`config.mk`:
```
export PLATFORM = sky130hd
export DESIGN_NAME = clock_ctrl
export DESIGN_NICKNAME = d
export VERILOG_FILES = /design/src/shared/clkctl_pkg.sv /design/src/rtl/clock_ctrl.sv /design/src/rtl/main_clk_switch.sv
export VERILOG_INCLUDE_DIRS = /design/src /design/src/shared
export SDC_FILE = /design/constraint.sdc
export NUM_CORES = 1
export LEC_CHECK = 0
export BUFFER_PORTS_ARGS = -buffer_cell sky130_fd_sc_hd__clkbuf_2
export CAP_MARGIN = 20
export CORE_ASPECT_RATIO = 1.5
export CORE_UTILIZATION = 45
export CTS_BUF_LIST = sky130_fd_sc_hd__clkbuf_4
export CTS_CLUSTER_SIZE = 25
export DETAILED_ROUTE_END_ITERATION = 10
export HOLD_SLACK_MARGIN = 0.15
export PLACE_DENSITY = 0.67
export SETUP_SLACK_MARGIN = 0.1
export SYNTH_ARGS = -nofsm -noshare
export SYNTH_HDL_FRONTEND = slang
export SYNTH_HIERARCHICAL = 1
export SYNTH_SLANG_ARGS = --single-unit
```
`constraint.sdc`:
```
create_clock -name clk_i -period 2.7 [get_ports clk_i]
set_clock_uncertainty 0.2 [all_clocks]
set_input_delay 0.405 -clock clk_i [delete_from_list [all_inputs] [get_ports clk_i]]
set_output_delay 0.405 -clock clk_i [all_outputs]
set_load 0.005 [all_outputs]
```
`src/shared/clkctl_params.svh`:
```
// Register offsets, field positions, reset values and timing counts.
`ifndef CLKCTL_PARAMS_SVH
`define CLKCTL_PARAMS_SVH

`define CC_ADDR_W 20
`define CC_DATA_W 8

`define CC_OFS_PERIPH_GATE 20'hF0098
`define CC_OFS_PLL_CTRL 20'hF02E5
`define CC_OFS_MAIN_CTRL 20'hF02E6
`define CC_OFS_MODE_CTRL 20'hF00A0
`define CC_OFS_SUB_MODE 20'hF00A1
`define CC_OFS_OSC_STATUS 20'hF00A2
`define CC_OFS_SUBSYS_SEL 20'hF00A3
`define CC_OFS_SYS_CTRL 20'hF00A4
`define CC_OFS_SUPPLY_MODE 20'hF00F3

`define CC_RST_BYTE 8'h00

`define CC_BIT_PLL_RUN 0
`define CC_BIT_PLL_MULT 1
`define CC_BIT_PLL_DIV_LO 2
`define CC_BIT_PLL_DIV_HI 3
`define CC_BIT_SRC_SEL 0
`define CC_BIT_SW_STATE 7
`define CC_BIT_DSAD_SEL 0
`define CC_BIT_PLL_GATE 1
`define CC_BIT_SYS_MAIN 4
`define CC_BIT_MAIN_EXT 7
`define CC_BIT_MAIN_PIN 6
`define CC_BIT_SUB_PATH 4
`define CC_BIT_SUB_EXT 5
`define CC_BIT_SUB_PIN 4
`define CC_BIT_HOCO_HALT 0
`define CC_BIT_MOCO_EN 1
`define CC_BIT_LT_SRC 4
`define CC_BIT_LS_SEL 0

`define CC_PLL_DIV_BY6 2'h3
`define CC_PLL_REF_DIV 3'h6
`define CC_PLL_MUL 5'h10
`define CC_PLL_POST_DIV 2'h2

`define CC_CLK_MHZ 10
`define CC_PLL_LOCK_US 40
`define CC_PLL_LOCK_CYC (`CC_PLL_LOCK_US * `CC_CLK_MHZ)

`endif

```
`src/shared/clkctl_pkg.sv`:
```
// Types shared by the clock control block and its main clock switch.
package clkctl_pkg;

  typedef enum logic [1:0] {
    OSC_PORT,
    OSC_RESONATOR,
    OSC_EXT_CLOCK,
    OSC_UNDEFINED
  } osc_mode_t;

  typedef enum logic [1:0] {
    SW_RUN,
    SW_DRAIN,
    SW_WAIT_NEW
  } sw_phase_t;

  typedef struct packed {
    logic [19:0] addr;
    logic [7:0] wdata;
    logic wr;
    logic rd;
  } reg_req_t;

  typedef struct packed {
    sw_phase_t phase;
    logic on_pll;
    logic want_pll;
    logic tick;
  } sw_state_t;

  typedef struct packed {
    logic pll_run;
    logic pll_mult;
    logic [1:0] pll_div;
    logic src_sel;
    logic pll_in_gate;
    logic dsad_sel;
    logic sys_main_sel;
    logic main_ext;
    logic main_pin;
    logic sub_path;
    logic sub_ext;
    logic sub_pin;
    logic hoco_halt;
    logic moco_en;
    logic lt_src;
    logic ls_sel;
    logic [2:0] ref_cnt;
    logic ref_tick;
    logic half_ph;
    logic dsad_tick;
    logic pll_tick;
    logic [9:0] lock_cnt;
    logic [7:0] rd_data;
  } ctl_state_t;

endpackage

```
`src/rtl/clock_ctrl.sv`:
```
// PLL control, main clock selection and oscillator control registers.
`timescale 1ns/1ps
`include "clkctl_params.svh"
module clock_ctrl (
  input wire logic clk_i,
  input wire logic rst_b_i,
  input wire clkctl_pkg::reg_req_t req_i,
  output logic [7:0] rd_data_o,
  input wire logic hoco_tick_i,
  input wire logic oco_tick_i,
  input wire logic mx_tick_i,
  input wire logic pll_osc_tick_i,
  input wire logic wdt_active_i,
  output logic hoco_run_o,
  output logic moco_run_o,
  output logic loco_run_o,
  output logic pll_run_o,
  output logic pll_ref_tick_o,
  output logic pll_factor_ok_o,
  output logic pll_lock_wait_o,
  output logic pll_tick_o,
  output logic main_tick_o,
  output logic main_on_pll_o,
  output logic dsad_tick_o,
  output clkctl_pkg::osc_mode_t main_osc_mode_o,
  output clkctl_pkg::osc_mode_t sub_osc_mode_o
);
  import clkctl_pkg::*;

  ctl_state_t st_ff;
  ctl_state_t nxt_st;
  logic want_pll;
  logic base_tick;
  logic hoco_live;
  logic pll_ref_src;
  logic sw_on_pll;
  logic [7:0] rd_word;

  // The oscillator only ticks into this block while it is not halted.
  assign hoco_live = hoco_tick_i & ~st_ff.hoco_halt;
  assign pll_ref_src = hoco_live & st_ff.pll_in_gate;

  // A set main-select bit forces the non-PLL path; this keeps the CPU on
  // the system clock even if software left the source select at 1.
  assign want_pll = st_ff.src_sel & ~st_ff.sys_main_sel;
  assign base_tick = st_ff.sys_main_sel ? mx_tick_i : oco_tick_i;

  always_comb begin
    rd_word = 8'h00;
    case (req_i.addr)
      `CC_OFS_PLL_CTRL: begin
        rd_word[`CC_BIT_PLL_RUN] = st_ff.pll_run;
        rd_word[`CC_BIT_PLL_MULT] = st_ff.pll_mult;
        rd_word[`CC_BIT_PLL_DIV_HI:`CC_BIT_PLL_DIV_LO] = st_ff.pll_div;
      end
      `CC_OFS_MAIN_CTRL: begin
        rd_word[`CC_BIT_SRC_SEL] = st_ff.src_sel;
        rd_word[`CC_BIT_SW_STATE] = sw_on_pll;
      end
      `CC_OFS_PERIPH_GATE: begin
        rd_word[`CC_BIT_DSAD_SEL] = st_ff.dsad_sel;
        rd_word[`CC_BIT_PLL_GATE] = st_ff.pll_in_gate;
      end
      `CC_OFS_SYS_CTRL: begin
        rd_word[`CC_BIT_SYS_MAIN] = st_ff.sys_main_sel;
      end
      `CC_OFS_MODE_CTRL: begin
        rd_word[`CC_BIT_MAIN_EXT] = st_ff.main_ext;
        rd_word[`CC_BIT_MAIN_PIN] = st_ff.main_pin;
        rd_word[`CC_BIT_SUB_PATH] = st_ff.sub_path;
      end
      `CC_OFS_SUB_MODE: begin
        rd_word[`CC_BIT_SUB_EXT] = st_ff.sub_ext;
        rd_word[`CC_BIT_SUB_PIN] = st_ff.sub_pin;
      end
      `CC_OFS_OSC_STATUS: begin
        rd_word[`CC_BIT_HOCO_HALT] = st_ff.hoco_halt;
        rd_word[`CC_BIT_MOCO_EN] = st_ff.moco_en;
      end
      `CC_OFS_SUPPLY_MODE: begin
        rd_word[`CC_BIT_LT_SRC] = st_ff.lt_src;
      end
      `CC_OFS_SUBSYS_SEL: begin
        rd_word[`CC_BIT_LS_SEL] = st_ff.ls_sel;
      end
      default: begin
        rd_word = 8'h00;
      end
    endcase
  end

  always_comb begin
    nxt_st = st_ff;
    nxt_st.rd_data = req_i.rd ? rd_word : 8'h00;
    if (req_i.wr) begin
      case (req_i.addr)
        // Reserved bits are dropped, so they always read back as zero.
        `CC_OFS_PLL_CTRL: begin
          nxt_st.pll_run = req_i.wdata[`CC_BIT_PLL_RUN];
          nxt_st.pll_mult = req_i.wdata[`CC_BIT_PLL_MULT];
          nxt_st.pll_div =
            req_i.wdata[`CC_BIT_PLL_DIV_HI:`CC_BIT_PLL_DIV_LO];
        end
        `CC_OFS_MAIN_CTRL: begin
          nxt_st.src_sel = req_i.wdata[`CC_BIT_SRC_SEL];
        end
        `CC_OFS_PERIPH_GATE: begin
          nxt_st.dsad_sel = req_i.wdata[`CC_BIT_DSAD_SEL];
          nxt_st.pll_in_gate = req_i.wdata[`CC_BIT_PLL_GATE];
        end
        `CC_OFS_SYS_CTRL: begin
          nxt_st.sys_main_sel = req_i.wdata[`CC_BIT_SYS_MAIN];
        end
        `CC_OFS_MODE_CTRL: begin
          nxt_st.main_ext = req_i.wdata[`CC_BIT_MAIN_EXT];
          nxt_st.main_pin = req_i.wdata[`CC_BIT_MAIN_PIN];
          nxt_st.sub_path = req_i.wdata[`CC_BIT_SUB_PATH];
        end
        `CC_OFS_SUB_MODE: begin
          nxt_st.sub_ext = req_i.wdata[`CC_BIT_SUB_EXT];
          nxt_st.sub_pin = req_i.wdata[`CC_BIT_SUB_PIN];
        end
        `CC_OFS_OSC_STATUS: begin
          nxt_st.hoco_halt = req_i.wdata[`CC_BIT_HOCO_HALT];
          nxt_st.moco_en = req_i.wdata[`CC_BIT_MOCO_EN];
        end
        `CC_OFS_SUPPLY_MODE: begin
          nxt_st.lt_src = req_i.wdata[`CC_BIT_LT_SRC];
        end
        `CC_OFS_SUBSYS_SEL: begin
          nxt_st.ls_sel = req_i.wdata[`CC_BIT_LS_SEL];
        end
        default: begin
          nxt_st.src_sel = st_ff.src_sel;
        end
      endcase
    end

    // Reference divider: one pulse out for every sixth gated input tick.
    // The divider is held clear while the PLL is stopped so a restart
    // always begins a whole reference period.
    nxt_st.ref_tick = 1'b0;
    if (!st_ff.pll_run) begin
      nxt_st.ref_cnt = 3'h0;
    end else if (pll_ref_src) begin
      if (st_ff.ref_cnt == `CC_PLL_REF_DIV - 3'h1) begin
        nxt_st.ref_cnt = 3'h0;
        nxt_st.ref_tick = 1'b1;
      end else begin
        nxt_st.ref_cnt = st_ff.ref_cnt + 3'h1;
      end
    end

    // The analog loop ticks only while running, fed and correctly set.
    nxt_st.pll_tick = pll_osc_tick_i & st_ff.pll_run & pll_ref_src
      & pll_factor_ok_o;

    // Status only: lock still settling after start; no hardware holdoff.
    if (!st_ff.pll_run) begin
      nxt_st.lock_cnt = 10'h000;
    end else if (st_ff.lock_cnt != 10'(`CC_PLL_LOCK_CYC)) begin
      nxt_st.lock_cnt = st_ff.lock_cnt + 10'h001;
    end

    // Converter clock: halved oscillator or the mx_tick_i source, never the PLL.
    nxt_st.dsad_tick = 1'b0;
    if (st_ff.dsad_sel) begin
      nxt_st.dsad_tick = mx_tick_i;
    end else if (hoco_live) begin
      nxt_st.half_ph = ~st_ff.half_ph;
      nxt_st.dsad_tick = st_ff.half_ph;
    end
  end

  always_ff @(posedge clk_i) begin
    if (!rst_b_i) begin
      st_ff <= '0;
    end else begin
      st_ff <= nxt_st;
    end
  end

  main_clk_switch u_switch (
    .clk_i(clk_i),
    .rst_b_i(rst_b_i),
    .want_pll_i(want_pll),
    .base_tick_i(base_tick),
    .pll_tick_i(st_ff.pll_tick),
    .main_tick_o(main_tick_o),
    .on_pll_o(sw_on_pll)
  );

  always_comb begin
    case ({st_ff.main_ext, st_ff.main_pin})
      2'h1: main_osc_mode_o = OSC_RESONATOR;
      2'h3: main_osc_mode_o = OSC_EXT_CLOCK;
      2'h0: main_osc_mode_o = OSC_PORT;
      default: main_osc_mode_o = OSC_UNDEFINED;
    endcase
  end

  always_comb begin
    case ({st_ff.sub_ext, st_ff.sub_pin, st_ff.sub_path})
      3'h3: sub_osc_mode_o = OSC_RESONATOR;
      3'h7: sub_osc_mode_o = OSC_EXT_CLOCK;
      3'h0, 3'h1: sub_osc_mode_o = OSC_PORT;
      default: sub_osc_mode_o = OSC_UNDEFINED;
    endcase
  end

  assign pll_factor_ok_o = st_ff.pll_mult
    & (st_ff.pll_div == `CC_PLL_DIV_BY6);
  assign rd_data_o = st_ff.rd_data;
  assign hoco_run_o = ~st_ff.hoco_halt;
  assign moco_run_o = st_ff.moco_en;
  assign loco_run_o = wdt_active_i | st_ff.lt_src | st_ff.ls_sel;
  assign pll_run_o = st_ff.pll_run;
  assign pll_ref_tick_o = st_ff.ref_tick;
  assign pll_lock_wait_o = st_ff.pll_run
    & (st_ff.lock_cnt != 10'(`CC_PLL_LOCK_CYC));
  assign pll_tick_o = st_ff.pll_tick;
  assign main_on_pll_o = sw_on_pll;
  assign dsad_tick_o = st_ff.dsad_tick;

endmodule // clock_ctrl

```
`src/rtl/main_clk_switch.sv`:
```
// Glitch-free switch of the main system clock enable between two sources.
`timescale 1ns/1ps
`include "clkctl_params.svh"
module main_clk_switch (
  input wire logic clk_i,
  input wire logic rst_b_i,
  input wire logic want_pll_i,
  input wire logic base_tick_i,
  input wire logic pll_tick_i,
  output logic main_tick_o,
  output logic on_pll_o
);
  import clkctl_pkg::*;

  sw_state_t st_ff;
  sw_state_t nxt_st;
  logic old_tick;
  logic new_tick;

  always_comb begin
    nxt_st = st_ff;
    old_tick = st_ff.on_pll ? pll_tick_i : base_tick_i;
    new_tick = st_ff.want_pll ? pll_tick_i : base_tick_i;
    nxt_st.tick = 1'b0;
    case (st_ff.phase)
      SW_RUN: begin
        nxt_st.tick = old_tick;
        if (want_pll_i != st_ff.on_pll) begin
          nxt_st.want_pll = want_pll_i;
          nxt_st.phase = SW_DRAIN;
        end
      end
      // The old source finishes its period before the output goes quiet,
      // so no shortened pulse ever reaches the clock tree.
      SW_DRAIN: begin
        nxt_st.tick = old_tick;
        if (old_tick) begin
          nxt_st.phase = SW_WAIT_NEW;
        end
      end
      // The state flag moves only when the new source really drives.
      SW_WAIT_NEW: begin
        if (new_tick) begin
          nxt_st.on_pll = st_ff.want_pll;
          nxt_st.phase = SW_RUN;
        end
      end
      default: begin
        nxt_st.phase = SW_RUN;
      end
    endcase
  end

  always_ff @(posedge clk_i) begin
    if (!rst_b_i) begin
      st_ff <= '{phase: SW_RUN, on_pll: 1'b0, want_pll: 1'b0, tick: 1'b0};
    end else begin
      st_ff <= nxt_st;
    end
  end

  assign main_tick_o = st_ff.tick;
  assign on_pll_o = st_ff.on_pll;

endmodule // main_clk_switch

```
==> results.yml <==
run_status:
  status: "completed"
synth:
  syn_avg_cell_area_um2: 8.22
  async_flop_share_pct: 0
  ys_ff_latch: 47
  syn_inst: 299
  syn-num-nets: 340
  yosysWarnings: 6
  ys_seq_area_share_pct: 38.3
  netlist_area_mm2: 0.00246
  ys_dominant_reg_cell: "dfxtp_1"
  synth_cell_types: 48
  synth_edf_count: 0
cts:
  htree_levels: 2
  clk_pin_slew_ns: 0.13
  cts.sinks: 47
  numCtsBuffers: 5
  cts_root_buf: "clkbuf_4"
  clockBufferDepth: 2
  cts_tree: "done"
  cts_resized: 0
  insertion_delay_ns: 0.37
  cts_setup_buffers: 0
critical_path:
  slowest_delay_ns: 0.70
  r2r_slack_ns: 1.06
  reg2reg_depth: 4
  worst-path-buf-inv: 2
  reg2reg_from: "st_ff[8]$_SDFFE_PN0N_"
  crit_family: "simple AND/OR/NAND/NOR gates"
  cp_data_required_time_ns: 2.81
  cp_slowest_cell: "or4_1"
  path_class: "input port to register"
  timing.rr.end: "st_ff[14]$_SDFFE_PN0N_"
  cp-start-kind: "input port"
  crit_fanout: 10
  critPathCaptureType: "register"
  crit_chain: "clkbuf_2 -> or3_4 -> or4_1 -> nor4_1 -> dlygate4sd3_1"
  cp.arrival_ns: 2.52
power:
  combPwrFrac_pct: 8.0
  power_frac_seq_pct: 52.6
  p_clk_share_pct: 39.4
  p_per_area_mw_per_mm2: 440
  p_sw_share_pct: 21.3
  p_sw_uw: 283
  ir_worst_vdd_v: 0.000291
  internal_power_uw: 1040
  leakage_uw: 0.00111
die:
  ioPinCount: 60
  start_util_pct: 47.2
  die_h_um: 92.5
  rows: 32
  dieWidth_um: 62.3
  core_area_mm2: 0.00520
  dieArea_mm2: 0.00577
route:
  post_drt_wl_per_cell_um: 14.7
  postRouteWirelength_mm: 6.40
  dr.pass1.iters: 4
  ant_nets: 0
  detailroute.via_count: 2499
  via_per_inst: 5.73
  drc: 0
  m1WireLength_mm: 2.58
  met3WireLength_um: 230
  first_iter_violations: 136
  top_layer: "met4"
  wl_met2_mm: 3.44
finish:
  nFillCells: 525
  register_area_um2: 941
  multi_input_area_mm2: 0.00138
  drive_gt1_share_pct: 22.3
  final_core_util_pct: 57.9
  final_nets: 407
  area_growth_pct: 22.6
placed_design:
  dp_hpwl_mm: 4.81
  port_buffers: 59
  gp_congestion: 0.879
grt:
  grt_overflow: 0
  grt_start_max_net_pins: 20
  first_global_vias: 2506
  grt_pass1_wl_mm: 10.9
  gr-usage-all-layers_pct: 23.7
  antenna_found_initial: 1
timing:
  rsz0062_at_grt: "false"
  slew_headroom_pct: 52.8
  setup_viol: 0
  drv_slew: 0
  tightest_slew_ns: 0.702
  hold_violations: 0
  max_freq_ghz: 0.415
  period_share_pct: 89.2
  period_minus_slack_ns: 2.41
  setup_tns_ns: 0
run:
  max-cap-violations: 0
worst_hold_path:
  hp-class: "input port to register"
  min_to: "pll_tick_o$_SDFF_PN0_"
  worstHoldStart: "hoco_tick_i"
  whs_path_depth: 3
[through the flow]
| step | setup slack, ns | total power, µW | instance area, µm² | hold slack [ns] | instances |
|---|---|---|---|---|---|
| final | 0.291 | 1330 | 3010 | 0.161 | 436 |
| after global routing | 0.210 | 1380 | 3010 | 0.170 | 436 |
| after CTS | 0.309 | 1330 | 3010 | 0.156 | 435 |
| after detailed placement | 0.221 | 805 | 2780 | 0.259 | 415 |
| after global placement | 0.281 | 804 | 2780 | 0.257 | 415 |
| after floorplan | 0.483 | 755 | 2460 | 0.239 | 299 |
[routing by layer]
layer | global-route usage (%) | vias to the layer above
li1 | - | 1241
met1 | 25.1 | 1171
met2 | 45.0 | 75
met3 | 3.45 | 12
met4 | 12.0 | 0
met5 | 0 | -
[power groups by stage]
| stage | clock network (µW) | registers, µW | logic (µW) |
|---|---|---|---|
| after CTS | 532 | 698 | 104 |
| final | 523 | 698 | 106 |
| after detailed placement | 0 | 713 | 91.9 |
| after global routing | 562 | 698 | 116 |
| after global placement | 0 | 713 | 90.8 |
| after floorplan | 0 | 713 | 42.3 |
[state kept, by name, indices dropped and copies added, names as in the netlist]
signal,cells
rd_data_o,8
st_ff,29
u_switch/on_pll_o,1
dsad_tick_o,1
pll_ref_tick_o,1
u_switch/main_tick_o,1
pll_run_o,1
moco_run_o,1
pll_tick_o,1
u_switch/st_ff,3
[area by class of cell]
cell class / instances / area share, %
Antenna cell: 1 / 0.0831
Clock buffer: 6 / 1.50
Clock inverter: 2 / 1.99
Inverter: 13 / 1.62
Multi-Input combinational cell: 223 / 45.7
Sequential cell: 47 / 31.2
Tap cell: 68 / 2.83
Timing Repair Buffer: 76 / 15.0
[worst reg2reg max path: cells and delay by family, from the launching register on]
kind / cells / cell delay (ns)
simple gates: 2 / 0.54
fa+ha+maj: 1 / 0.23
compound gates: 1 / 0.14
flops: 1 / 0.46
[synthesized netlist by cell type (3+ instances only)]
library cell,n,area (µm²)
dfxtp_1,47,941
a21oi_1,27,135
nand3_1,24,120
nand4_1,20,125
nor2_1,20,75.1
o21ai_0,17,85.1
inv_1,12,45.0
nand2_1,12,45.0
nor3_1,10,50.1
nor2b_1,9,56.3
buf_4,8,60.1
nor4_1,8,50.1
clkbuf_1,7,26.3
nand2b_1,7,43.8
and4_1,6,52.6
or3_1,6,37.5
xnor2_1,5,43.8
ha_1,4,50.1
mux2i_1,4,40.0
or4_1,4,30.0
a31oi_1,3,18.8
nand3b_1,3,22.5
xor2_1,3,26.3
[how the worst max path moves through the flow]
stage	start	endpoint	slack (ns)	cells after the start
2_1_floorplan	req_i[19]	st_ff[25]$_SDFFE_PN0P_	0.48	5
3_3_place_gp	req_i[19]	st_ff[25]$_SDFFE_PN0P_	0.28	5
3_5_place_dp	req_i[19]	st_ff[25]$_SDFFE_PN0P_	0.22	5
4_1_cts	req_i[19]	rd_data_o[5]$_SDFF_PN0_	0.31	5
5_1_grt	req_i[19]	rd_data_o[5]$_SDFF_PN0_	0.21	5
6_report	req_i[19]	rd_data_o[5]$_SDFF_PN0_	0.29	5
[kinds of logic (layout without fill, tap and decap cells)]
kind of cell	Yosys count	after routing	share of synthesized area, %
AO/OA/AOI/OAI	59	59	13.7
XOR/XNOR	8	8	2.85
flip-flops	47	47	38.3
AND/OR/NAND/NOR	146	146	34.8
other	0	1	0
adder cells (fa/ha/maj)	4	4	2.04
multiplexers	6	6	2.55
buffers and inverters	29	97	5.70
[cell usage in the layout (no fill, tap or decap), types with 3 or more instances in the layout]
cell type,n
clkbuf_2,59
dfxtp_1,47
a21oi_1,27
nand3_1,24
nor2_1,20
nand4_1,20
o21ai_0,17
inv_1,12
nand2_1,12
dlygate4sd3_1,12
nor3_1,10
nor2b_1,9
nor4_1,8
nand2b_1,7
or3_1,6
and4_1,6
clkbuf_4,6
xnor2_1,5
buf_4,5
mux2i_1,4
or4_1,4
ha_1,4
xor2_1,3
nand3b_1,3
a31oi_1,3
[timing repair]
item,in CTS,in global routing
endpoints found under the setup margin,0,0
hold endpoints to repair,18,0
hold buffers,12,0
Note: power is estimated with default switching activity, not from simulation.
